### config.mk
export PLATFORM = sky130hd
export DESIGN_NAME = cfp_protect
export DESIGN_NICKNAME = d
export VERILOG_FILES = /design/src/rtl/cfp_pkg.sv /design/src/rtl/cfp_limits.sv /design/src/rtl/cfp_protect.sv /design/src/rtl/cfp_timer.sv
export VERILOG_INCLUDE_DIRS = /design/src /design/src/rtl
export SDC_FILE = /design/constraint.sdc
export NUM_CORES = 1
export LEC_CHECK = 0
export ABC_CLOCK_PERIOD_IN_PS = 33700
export BUFFER_PORTS_ARGS = -buffer_cell sky130_fd_sc_hd__buf_2
export CORE_ASPECT_RATIO = 0.75
export CORE_MARGIN = 2
export CORE_UTILIZATION = 32
export DETAILED_ROUTE_END_ITERATION = 8
export HOLD_SLACK_MARGIN = 0.15
export SLEW_MARGIN = 20
export SYNTH_ARGS = -nofsm -noshare
export SYNTH_HDL_FRONTEND = slang
export SYNTH_SLANG_ARGS = --single-unit
### constraint.sdc
create_clock -name clk -period 33.7 [get_ports clk]
set_clock_uncertainty 0.1 [all_clocks]
set_input_delay 3.37 -clock clk [delete_from_list [all_inputs] [get_ports clk]]
set_output_delay 3.37 -clock clk [all_outputs]
set_load 0.01 [all_outputs]
### src/rtl/cfp_defines.svh
// Timing counts and reset values for the converter fault protection block.
// Assumes a 200 MHz clock; include by bare name.
`ifndef CFP_DEFINES_SVH
`define CFP_DEFINES_SVH
`define CFP_CLK_MHZ 200
`define CFP_HICCUP_MS 130
`define CFP_HICCUP_CYC (`CFP_HICCUP_MS * 1000 * `CFP_CLK_MHZ)
`define CFP_MS_CYC (1000 * `CFP_CLK_MHZ)
`define CFP_PG_DLY_MAX_MS 150
`define CFP_TW_SET_C 120
`define CFP_TW_CLR_C 117
`define CFP_OT_SET_C 130
`define CFP_TRK_MV 250
`define CFP_OV_MIN_MV 500
`define CFP_OV_MARGIN_MV 250
`define CFP_FLAGS_RST 6'h3f
`endif

### src/rtl/cfp_pkg.sv
// Types shared by the converter fault protection block.
// No assumptions beyond a SystemVerilog tool.
package cfp_pkg;
    typedef enum logic [1:0] {CFP_OFF_NONE, CFP_OFF_SEQ, CFP_OFF_CRIT, CFP_OFF_EMERG} cfp_off_t;
    typedef enum {CFP_ST_OFF, CFP_ST_RAMP, CFP_ST_STEADY, CFP_ST_DOWN, CFP_ST_WAIT} cfp_state_t;
endpackage

### src/rtl/cfp_limits.sv
// Computes protection thresholds in millivolts from the present setpoint.
// Assumes setpoint in mV; purely combinational.
`timescale 1ns/1ps
`default_nettype none
`include "cfp_defines.svh"
module cfp_limits (
    // Setpoint and selections.
    input wire logic [15:0] setpoint_mv,
    input wire logic pg_hi_sel,
    input wire logic pg_lo_sel,
    input wire logic [4:0] ov_pct_extra,
    // Thresholds.
    output logic [15:0] pg_hi_mv,
    output logic [15:0] pg_lo_mv,
    output logic [15:0] ov_mv
);
    logic [23:0] hi_w, lo_w, ov_w;
    logic [15:0] ov_raw, ov_floor;
    logic [4:0] ov_ext;
    always_comb begin
        hi_w = 24'(setpoint_mv) * (pg_hi_sel ? 24'd110 : 24'd105) / 24'd100;
        lo_w = 24'(setpoint_mv) * (pg_lo_sel ? 24'd95 : 24'd90) / 24'd100;
        ov_ext = (ov_pct_extra > 5'd20) ? 5'd20 : ov_pct_extra;
        ov_w = 24'(setpoint_mv) * (24'd110 + 24'(ov_ext)) / 24'd100;
        pg_hi_mv = hi_w[15:0];
        pg_lo_mv = lo_w[15:0];
        ov_raw = ov_w[15:0];
        ov_floor = setpoint_mv + 16'(`CFP_OV_MARGIN_MV);
        if (ov_raw < ov_floor) begin
            ov_raw = ov_floor;
        end
        if (ov_raw < 16'(`CFP_OV_MIN_MV)) begin
            ov_raw = 16'(`CFP_OV_MIN_MV);
        end
        ov_mv = ov_raw;
    end
endmodule // cfp_limits
`default_nettype wire

### src/rtl/cfp_protect.sv
// Protection supervisor of a step-down converter: warnings, faults, error.
// Assumes digitised voltage, current and temperature inputs synchronous to clk.
// Operation
// - Warnings only indicate, never shut down.
// - Above 120 C set thermal warning.
// - Clear thermal warning below 117 C.
// - Power good low outside selectable window.
// - Check at steady state; release after delay.
// - Window scales with margined setpoint.
// - Warning pulls pin low, flag zero.
// - External low on pin is warning.
// - Power good drop on command or ramp.
// - Overcurrent above prebias: flag, critical off.
// - Overcurrent temperature compensation can be disabled.
// - Steady undervoltage without overcurrent: sequenced off.
// - Above 130 C: heat fault, sequenced off.
// - Non-latching heat restarts below 120 C.
// - Ramp deviation over 250 mV: critical off.
// - Ramp deviation check can be disabled.
// - Ramp check stops at power good.
// - Overvoltage above prebias: emergency off.
// - Overvoltage limit 110-130%, clamped minimums.
// - Latching and propagation set per protection.
// - Non-latching retries every 130 ms.
// - Latched stays off until clear conditions.
// - Sequenced off follows ramp-down settings.
// - Propagating fault pulls shared line low.
`timescale 1ns/1ps
`default_nettype none
`include "cfp_defines.svh"
module cfp_protect #(
    parameter int HICCUP_CYC = `CFP_HICCUP_CYC,
    parameter int MS_CYC = `CFP_MS_CYC
) (
    // Clock and reset.
    input wire logic clk,
    input wire logic sys_rst,
    // Measurements.
    input wire logic [15:0] vout_mv,
    input wire logic [15:0] prebias_mv,
    input wire logic [15:0] setpoint_mv,
    input wire logic [15:0] ramp_target_mv,
    input wire logic [7:0] temp_c,
    input wire logic iout_over_comp,
    input wire logic iout_over_raw,
    // Sequencer handshake.
    input wire logic turn_on_cmd,
    input wire logic ramp_done,
    input wire logic down_done,
    input wire logic margin_active,
    // Configuration.
    input wire logic current_limit_cfg_tc_en,
    input wire logic pg_hi_sel,
    input wire logic pg_lo_sel,
    input wire logic [4:0] ov_pct_extra,
    input wire logic [7:0] pg_delay_ms,
    input wire logic pg_at_ramp,
    input wire logic [5:0] fault_option_cfg_latch,
    input wire logic [5:0] fault_option_cfg_prop,
    input wire logic trk_en,
    input wire logic ot_crit,
    input wire logic uv_crit,
    input wire logic ov_emerg,
    // Status clear, one bit per flag.
    input wire logic [5:0] flag_clr,
    // Power good pin.
    input wire logic power_good_signal_i,
    output logic power_good_signal_o,
    output logic power_good_signal_oe,
    // Shared fault line.
    output logic fault_line_o,
    output logic fault_line_oe,
    // Power stage and status.
    output logic run,
    output logic ramp_down_req,
    output logic high_side_off,
    output logic low_side_on,
    output cfp_pkg::cfp_off_t off_style,
    output logic [5:0] protection_flag_reg,
    output logic thermal_warning_flag,
    output logic thermal_warning_alias_flag
);
    import cfp_pkg::*;

    // Flag order: 0 power good, 1 overcurrent, 2 low voltage, 3 heat, 4 ramp, 5 high voltage.
    localparam int FPG = 0, FOC = 1, FUV = 2, FOT = 3, FTR = 4, FOV = 5;

    cfp_state_t state_r;
    logic tw_r, pg_ok_r, pg_rel_r, trk_arm_r, oc_now, uv_now, ot_now, tr_now, ov_now, pg_in_win;
    logic [15:0] pg_hi_mv, pg_lo_mv, ov_mv, diff_mv;
    logic [5:0] trig, cause_r, flags_r;
    logic latched_r, cmd_prev_r;
    cfp_off_t style_nxt;
    logic hic_load, hic_done, hic_busy, pgd_load, pgd_done, pgd_busy;
    logic [31:0] pgd_count;

    cfp_limits u_limits (
        .setpoint_mv(setpoint_mv),
        .pg_hi_sel(pg_hi_sel),
        .pg_lo_sel(pg_lo_sel),
        .ov_pct_extra(ov_pct_extra),
        .pg_hi_mv(pg_hi_mv),
        .pg_lo_mv(pg_lo_mv),
        .ov_mv(ov_mv)
    );

    // Thermal warning with hysteresis; indication only.
    always_ff @(posedge clk) begin
        if (sys_rst) begin
            tw_r <= 1'b0;
        end else if (temp_c > 8'(`CFP_TW_SET_C)) begin
            tw_r <= 1'b1;
        end else if (temp_c < 8'(`CFP_TW_CLR_C)) begin
            tw_r <= 1'b0;
        end
    end
    assign thermal_warning_flag = ~tw_r;
    assign thermal_warning_alias_flag = ~tw_r;

    // Fault detectors.
    always_comb begin
        diff_mv = (vout_mv > ramp_target_mv) ? vout_mv - ramp_target_mv : ramp_target_mv - vout_mv;
        oc_now = (vout_mv > prebias_mv) && (current_limit_cfg_tc_en ? iout_over_comp : iout_over_raw);
        uv_now = (state_r == CFP_ST_STEADY) && (vout_mv < pg_lo_mv) && !oc_now;
        ot_now = temp_c > 8'(`CFP_OT_SET_C);
        tr_now = trk_en && trk_arm_r && (state_r == CFP_ST_RAMP) && (diff_mv > 16'(`CFP_TRK_MV));
        ov_now = (vout_mv > prebias_mv) && (vout_mv > ov_mv);
        pg_in_win = (vout_mv >= pg_lo_mv) && (vout_mv <= pg_hi_mv);
        trig = {ov_now, tr_now, ot_now, uv_now, oc_now, 1'b0};
    end

    // Most severe style among simultaneous triggers.
    always_comb begin
        style_nxt = CFP_OFF_NONE;
        if (trig[FUV] || trig[FOT]) begin
            style_nxt = ((trig[FUV] && uv_crit) || (trig[FOT] && ot_crit)) ? CFP_OFF_CRIT : CFP_OFF_SEQ;
        end
        if (trig[FOC] || trig[FTR]) begin
            style_nxt = CFP_OFF_CRIT;
        end
        if (trig[FOV]) begin
            style_nxt = ov_emerg ? CFP_OFF_EMERG : CFP_OFF_CRIT;
        end
    end

    // Tracking arm: only during the first ramp, dropped at power good.
    always_ff @(posedge clk) begin
        if (sys_rst || state_r == CFP_ST_OFF || state_r == CFP_ST_WAIT) begin
            trk_arm_r <= 1'b1;
        end else if (pg_ok_r || margin_active) begin
            trk_arm_r <= 1'b0;
        end
    end

    // Sequencing state and turn-off style.
    always_ff @(posedge clk) begin
        if (sys_rst) begin
            state_r <= CFP_ST_OFF;
            off_style <= CFP_OFF_NONE;
            cause_r <= 6'h00;
            latched_r <= 1'b0;
            cmd_prev_r <= 1'b0;
        end else begin
            cmd_prev_r <= turn_on_cmd;
            if ((state_r == CFP_ST_RAMP || state_r == CFP_ST_STEADY) && trig != 6'h00) begin
                cause_r <= trig;
                latched_r <= |(trig & fault_option_cfg_latch);
                off_style <= style_nxt;
                state_r <= (style_nxt == CFP_OFF_SEQ) ? CFP_ST_DOWN : CFP_ST_WAIT;
            end else begin
                unique case (state_r)
                    CFP_ST_OFF: begin
                        off_style <= CFP_OFF_NONE;
                        if (turn_on_cmd && !ot_now) begin
                            state_r <= CFP_ST_RAMP;
                        end
                    end
                    CFP_ST_RAMP: begin
                        if (!turn_on_cmd) begin
                            state_r <= CFP_ST_DOWN;
                        end else if (ramp_done) begin
                            state_r <= CFP_ST_STEADY;
                        end
                    end
                    CFP_ST_STEADY: begin
                        if (!turn_on_cmd) begin
                            state_r <= CFP_ST_DOWN;
                        end
                    end
                    CFP_ST_DOWN: begin
                        if (down_done) begin
                            state_r <= (cause_r != 6'h00) ? CFP_ST_WAIT : CFP_ST_OFF;
                        end
                    end
                    CFP_ST_WAIT: begin
                        if (latched_r && ((cause_r & flag_clr) != 6'h00 || (turn_on_cmd && !cmd_prev_r))) begin
                            latched_r <= 1'b0;
                        end
                        if (!turn_on_cmd) begin
                            latched_r <= 1'b0;
                        end
                        if (hic_done || (!hic_busy && !hic_load)) begin
                            if (cause_r[FOT] && !latched_r && temp_c < 8'(`CFP_TW_SET_C)) begin
                                state_r <= CFP_ST_OFF;
                                cause_r <= 6'h00;
                            end else if (!latched_r && (cause_r & trig) == 6'h00 && !cause_r[FOT]) begin
                                state_r <= CFP_ST_OFF;
                                cause_r <= 6'h00;
                            end
                        end
                    end
                endcase
            end
        end
    end

    // Hiccup timer runs from each fault entry.
    assign hic_load = (state_r == CFP_ST_RAMP || state_r == CFP_ST_STEADY) && trig != 6'h00;
    cfp_timer #(.W(32)) u_hiccup (
        .clk(clk),
        .sys_rst(sys_rst),
        .load(hic_load),
        .count(32'(HICCUP_CYC)),
        .busy(hic_busy),
        .done(hic_done)
    );

    // Power good release delay after steady state.
    assign pgd_load = (state_r == CFP_ST_RAMP) && ramp_done && turn_on_cmd && trig == 6'h00;
    assign pgd_count = 32'(pg_delay_ms > 8'(`CFP_PG_DLY_MAX_MS) ? 8'(`CFP_PG_DLY_MAX_MS) : pg_delay_ms) * 32'(MS_CYC);
    cfp_timer #(.W(32)) u_pg_delay (
        .clk(clk),
        .sys_rst(sys_rst),
        .load(pgd_load),
        .count(pgd_count),
        .busy(pgd_busy),
        .done(pgd_done)
    );

    always_ff @(posedge clk) begin
        if (sys_rst || state_r != CFP_ST_STEADY) begin
            pg_rel_r <= 1'b0;
        end else if (pgd_done || (!pgd_busy && !pgd_load)) begin
            pg_rel_r <= 1'b1;
        end
    end

    // Power good level; command-based drop when selected.
    always_ff @(posedge clk) begin
        if (sys_rst) begin
            pg_ok_r <= 1'b0;
        end else begin
            pg_ok_r <= pg_rel_r && pg_in_win && (pg_at_ramp || turn_on_cmd);
        end
    end
    assign power_good_signal_o = 1'b0;
    assign power_good_signal_oe = ~pg_ok_r;

    // Status flags: zero on event, set beats clear.
    always_ff @(posedge clk) begin
        if (sys_rst) begin
            flags_r <= `CFP_FLAGS_RST;
        end else begin
            flags_r <= (flags_r | flag_clr) & ~trig;
            flags_r[FPG] <= (pg_ok_r && power_good_signal_i) || state_r != CFP_ST_STEADY;
        end
    end
    assign protection_flag_reg = flags_r;

    // Power stage drive and shared fault line.
    assign run = (state_r == CFP_ST_RAMP) || (state_r == CFP_ST_STEADY);
    assign ramp_down_req = (state_r == CFP_ST_DOWN);
    assign high_side_off = !run || (state_r == CFP_ST_WAIT);
    assign low_side_on = (state_r == CFP_ST_WAIT) && (off_style == CFP_OFF_EMERG);
    assign fault_line_o = 1'b0;
    assign fault_line_oe = (state_r == CFP_ST_DOWN || state_r == CFP_ST_WAIT)
        && (cause_r & fault_option_cfg_prop) != 6'h00;

    thermal_set_a: assert property (@(posedge clk) disable iff (sys_rst)
        temp_c > 8'd120 |=> !thermal_warning_flag) else $error("thermal warning not set");
    thermal_hold_a: assert property (@(posedge clk) disable iff (sys_rst)
        !thermal_warning_flag && temp_c >= 8'd117 |=> !thermal_warning_flag) else $error("warning left early");
    oc_flag_a: assert property (@(posedge clk) disable iff (sys_rst)
        oc_now |=> !protection_flag_reg[1]) else $error("overcurrent flag not cleared");
    ov_emerg_a: assert property (@(posedge clk) disable iff (sys_rst)
        run && ov_now && ov_emerg |=> low_side_on && high_side_off) else $error("overvoltage not emergency");
    uv_seq_a: assert property (@(posedge clk) disable iff (sys_rst)
        state_r == CFP_ST_STEADY && uv_now && !ot_now && !ov_now && !uv_crit |=> ramp_down_req)
        else $error("low voltage not sequenced");
    trk_crit_a: assert property (@(posedge clk) disable iff (sys_rst)
        tr_now && !ov_now |=> off_style == CFP_OFF_CRIT && !run) else $error("ramp fault not critical");
    pg_low_a: assert property (@(posedge clk) disable iff (sys_rst)
        state_r == CFP_ST_STEADY && !power_good_signal_i |=> !protection_flag_reg[0])
        else $error("external low ignored");
    ov_clamp_a: assert property (@(posedge clk) disable iff (sys_rst)
        ov_mv >= 16'd500 && ov_mv >= setpoint_mv + 16'd250) else $error("overvoltage clamp broken");
    latch_off_a: assert property (@(posedge clk) disable iff (sys_rst)
        state_r == CFP_ST_WAIT && latched_r && turn_on_cmd && flag_clr == 6'h00 && $past(turn_on_cmd)
        |=> state_r == CFP_ST_WAIT) else $error("latched fault restarted");
endmodule // cfp_protect
`default_nettype wire

### src/rtl/cfp_timer.sv
// Down counter that pulses done when a loaded count runs out.
// Assumes load and count are synchronous to clk.
`timescale 1ns/1ps
`default_nettype none
module cfp_timer #(
    parameter int W = 32
) (
    // Clock and reset.
    input wire logic clk,
    input wire logic sys_rst,
    // Control.
    input wire logic load,
    input wire logic [W-1:0] count,
    // Status.
    output logic busy,
    output logic done
);
    logic [W-1:0] cnt_r;
    always_ff @(posedge clk) begin
        if (sys_rst) begin
            cnt_r <= '0;
            done <= 1'b0;
        end else if (load) begin
            cnt_r <= count;
            done <= (count == '0);
        end else begin
            done <= (cnt_r == W'(1));
            if (cnt_r != '0) begin
                cnt_r <= cnt_r - W'(1);
            end
        end
    end
    assign busy = (cnt_r != '0);
endmodule // cfp_timer
`default_nettype wire

==> results.yml <==
timing:
  setup_repair_after_global_routing_missed_its_margin: "no"
  final.period_utilization: 0.7844
  worst_slew_pin_slew_ns: 1.081
  setup_viol: 0
  maxSlewViolCount: 0
  final-hold-violation-count: 0
  timing.setup.tns_ns: 0
  peak_freq_ghz: 0.03783
  timing.final.crit_period_ns: 26.44
  timing.max_slew.rel_slack: 0.2731
hold_path:
  holdPathEnd: "trk_arm_r$_SDFFE_PP1P_"
  worstHoldPathCells: 1
  min-delay-start: "trk_arm_r$_SDFFE_PP1P_"
  type_of_the_worst_min_delay_path: "reg -> reg"
die:
  rows: 99
  floorplan.initialDensity: 0.3233
  chipHeight_um: 275.6
  ios: 138
  die_area_sq_um: 100900
  core_area_sq_um: 97360
  die_width_um: 366.2
synthesis:
  post_synth_instance_area_sq_um: 31480
  synth_ff_type: "dfxtp_1"
  async_flop_share: 0
  syn-instance-count: 4126
  synth-seq-cells: 88
  yosysWarnings: 0
  avgSynthCellArea_sq_um: 7.629
  synth_cell_types: 151
  synth_seq_area_share: 0.05596
  synth-edff-count: 0
layout:
  number_of_nets_at_the_end_of_the_flow: 4805
  post_route_cells_drive_above_1_share: 0.09608
  fillerInstances: 10280
  area_growth_syn_to_layout_pct: 6.797
  layout_commonest_cell: "nor2_1"
  final-instance-count-excl-fill: 5473
  most-common-layout-cells: "375 x nor2_1, 365 x inv_1, 333 x ha_1"
  final_design_utilization: 0.3453
drt:
  drt_first_pass_iters: 8
  routed_wirelength_um: 91800
  drc: 0
  m1WireLength_um: 47660
  drt-initial-drc-count: 2684
  dr_total_vias: 30876
  route.top_layer_used: "met5"
  wl_met2_um: 36870
  final_antenna_net_count: 0
  wl_per_cell_um: 16.77
  dr_wl_met3_um: 6406
  viasPerCell: 5.642
status:
  result_of_the_run: "finished, final reports clean"
critical_path:
  timing.critical_path.required_ns: 33.83
  rr_startpoint: "u_hiccup.cnt_r[19]$_SDFFE_PP0N_"
  crit_arrival_ns: 26.57
  worst_setup_path_start_kind: "primary input"
  timing.critical_path.slowest_cell_delay_ns: 0.82
  critical_path.slowest_cell: "o41ai_1"
  critical_path_peak_fanout: 23
  worst_r2r_path_depth: 16
  crit_path_capture_type: "flop"
  worst_setup_path_startpoint: "ov_pct_extra[3]"
  r2r_setup_slack_ns: 29.78
  crit_type: "in -> reg"
  timing.rr.end: "u_hiccup.cnt_r[31]$_SDFFE_PP0P_"
placed_design:
  gpl.final_weighted_congestion: 0.8977
  port-buffer-count: 132
  place.detailed.instances: 5450
  dp.final_hpwl_um: 74480
clocking:
  cts_max_level: 3
  max-clock-path-buffers: 2
  numClockSinks: 88
  tritoncts: "built"
  cts_hold_buffers: 0
  cts_made_buffers: 9
  cts_repair_resize_count: 0
  clk_latency_ns: 0.34
  clk_pin_slew_ns: 0.06
  root_buffer: "clkbuf_16"
  cts.repair_timing.setup_buffer_count: 0
grt:
  global_route.usage.total: 0.1758
  grt_start_max_net_pins: 47
  vias_in_the_first_global_route: 28207
  first_pass_grt_wire_length_um: 150100
  initial_antenna_violation_count: 16
  grt_remaining_overflow: 0
flow_run:
  timing.max_cap.violations: 0
==> kinds of logic after synthesis <==
kind of cell	Yosys count	synth area share
AOI/OAI and AO/OA	1272	0.2954
xor gates and xnor gates	241	0.06856
adders and majority gates	550	0.2663
buffers and inverters	520	0.06642
DFF	88	0.05596
muxes	74	0.02588
other	1	0.0001191
and+or+nand+nor	1380	0.2214
==> critical path, delay by kind of cell <==
kind                     cells  cell delay [ns]
AND/OR/NAND/NOR             27             7.65
AO/OA/AOI/OAI               32             9.12
adder cells (fa/ha/maj)      8             3.44
buffers and inverters        9             1.26
multiplexers                 2             1.23
XOR/XNOR                     1             0.45
==> final cells by class <==
cell class                 count  area [sq um]  area share
multi-input combinational   3520         27670      0.8229
sequential                    88          1762     0.05240
tap                         1313          1643     0.04887
inverter                     381          1433     0.04261
timing repair buffer         148         780.7     0.02322
clock buffer                  12         266.5    0.007927
clock inverter                 4         51.30    0.001526
antenna                        7         17.52   0.0005210
==> synthesized netlist by cell type, types with 13 or more instances <==
| library cell | instances | share of area |
|---|---|---|
| dfxtp_1 | 88 | 0.056 |
| or2_2 | 22 | 0.0044 |
| nand2b_1 | 64 | 0.013 |
| o21ai_0 | 171 | 0.027 |
| and2_1 | 80 | 0.016 |
| and3_1 | 44 | 0.0087 |
| or2_1 | 13 | 0.0026 |
| xor2_1 | 67 | 0.019 |
| or4_1 | 18 | 0.0043 |
| a31oi_1 | 71 | 0.014 |
| o21ai_1 | 41 | 0.0065 |
| and4_1 | 13 | 0.0036 |
| o211ai_1 | 52 | 0.012 |
| o211a_1 | 14 | 0.0045 |
| nand4_1 | 69 | 0.014 |
| nor2_1 | 375 | 0.045 |
| nor4_1 | 38 | 0.0076 |
| o22ai_1 | 21 | 0.0042 |
| o2111ai_1 | 17 | 0.0047 |
| mux2i_1 | 43 | 0.014 |
| a211o_1 | 33 | 0.0092 |
| a211oi_1 | 63 | 0.015 |
| inv_1 | 365 | 0.044 |
| o221ai_1 | 15 | 0.0042 |
| a22o_1 | 13 | 0.0036 |
| a21oi_1 | 266 | 0.042 |
| ha_1 | 333 | 0.13 |
| a21o_1 | 91 | 0.022 |
| buf_2 | 41 | 0.0065 |
| clkbuf_1 | 76 | 0.0091 |
| a311oi_1 | 18 | 0.0050 |
| nor2b_1 | 38 | 0.0076 |
| a221oi_1 | 14 | 0.0039 |
| mux2_2 | 20 | 0.0072 |
| nor3_1 | 122 | 0.019 |
| nand3_1 | 92 | 0.015 |
| or3_1 | 39 | 0.0078 |
| o21a_1 | 29 | 0.0069 |
| fa_1 | 204 | 0.13 |
| o31ai_1 | 24 | 0.0057 |
| xnor2_1 | 170 | 0.047 |
| o21bai_1 | 28 | 0.0067 |
| nand2_1 | 280 | 0.033 |
| a22oi_1 | 17 | 0.0041 |
==> worst max path at each step <==
stage,slack [ns],to
floorplan,12.15,u_pg_delay.cnt_r[0]$_SDFFE_PP0P_
global placement,7.26,u_hiccup.done$_SDFF_PP0_
detailed placement,7.32,u_hiccup.done$_SDFF_PP0_
CTS,7.50,u_hiccup.done$_SDFF_PP0_
global route,5.25,u_hiccup.done$_SDFF_PP0_
finish,7.26,u_hiccup.done$_SDFF_PP0_
==> routing by layer <==
layer,vias to the layer above,GRT usage
li1,15171,-
met1,14659,0.2787
met2,962,0.2529
met3,70,0.02384
met4,14,0.02242
met5,-,0
==> per-stage QoR <==
step	cell area, sq um	hold WS (ns)	setup slack [ns]
after global routing	33620	0.3878	5.249
after detailed placement	33260	0.3544	7.322
final	33620	0.3671	7.264
after CTS	33580	0.3692	7.504
after floorplan	31490	0.3353	12.15
after global placement	33260	0.3433	7.264
Power is left out: the tool's default activity adds up to more than one toggle a clock period on the data nets, which glitch-free logic cannot reach.
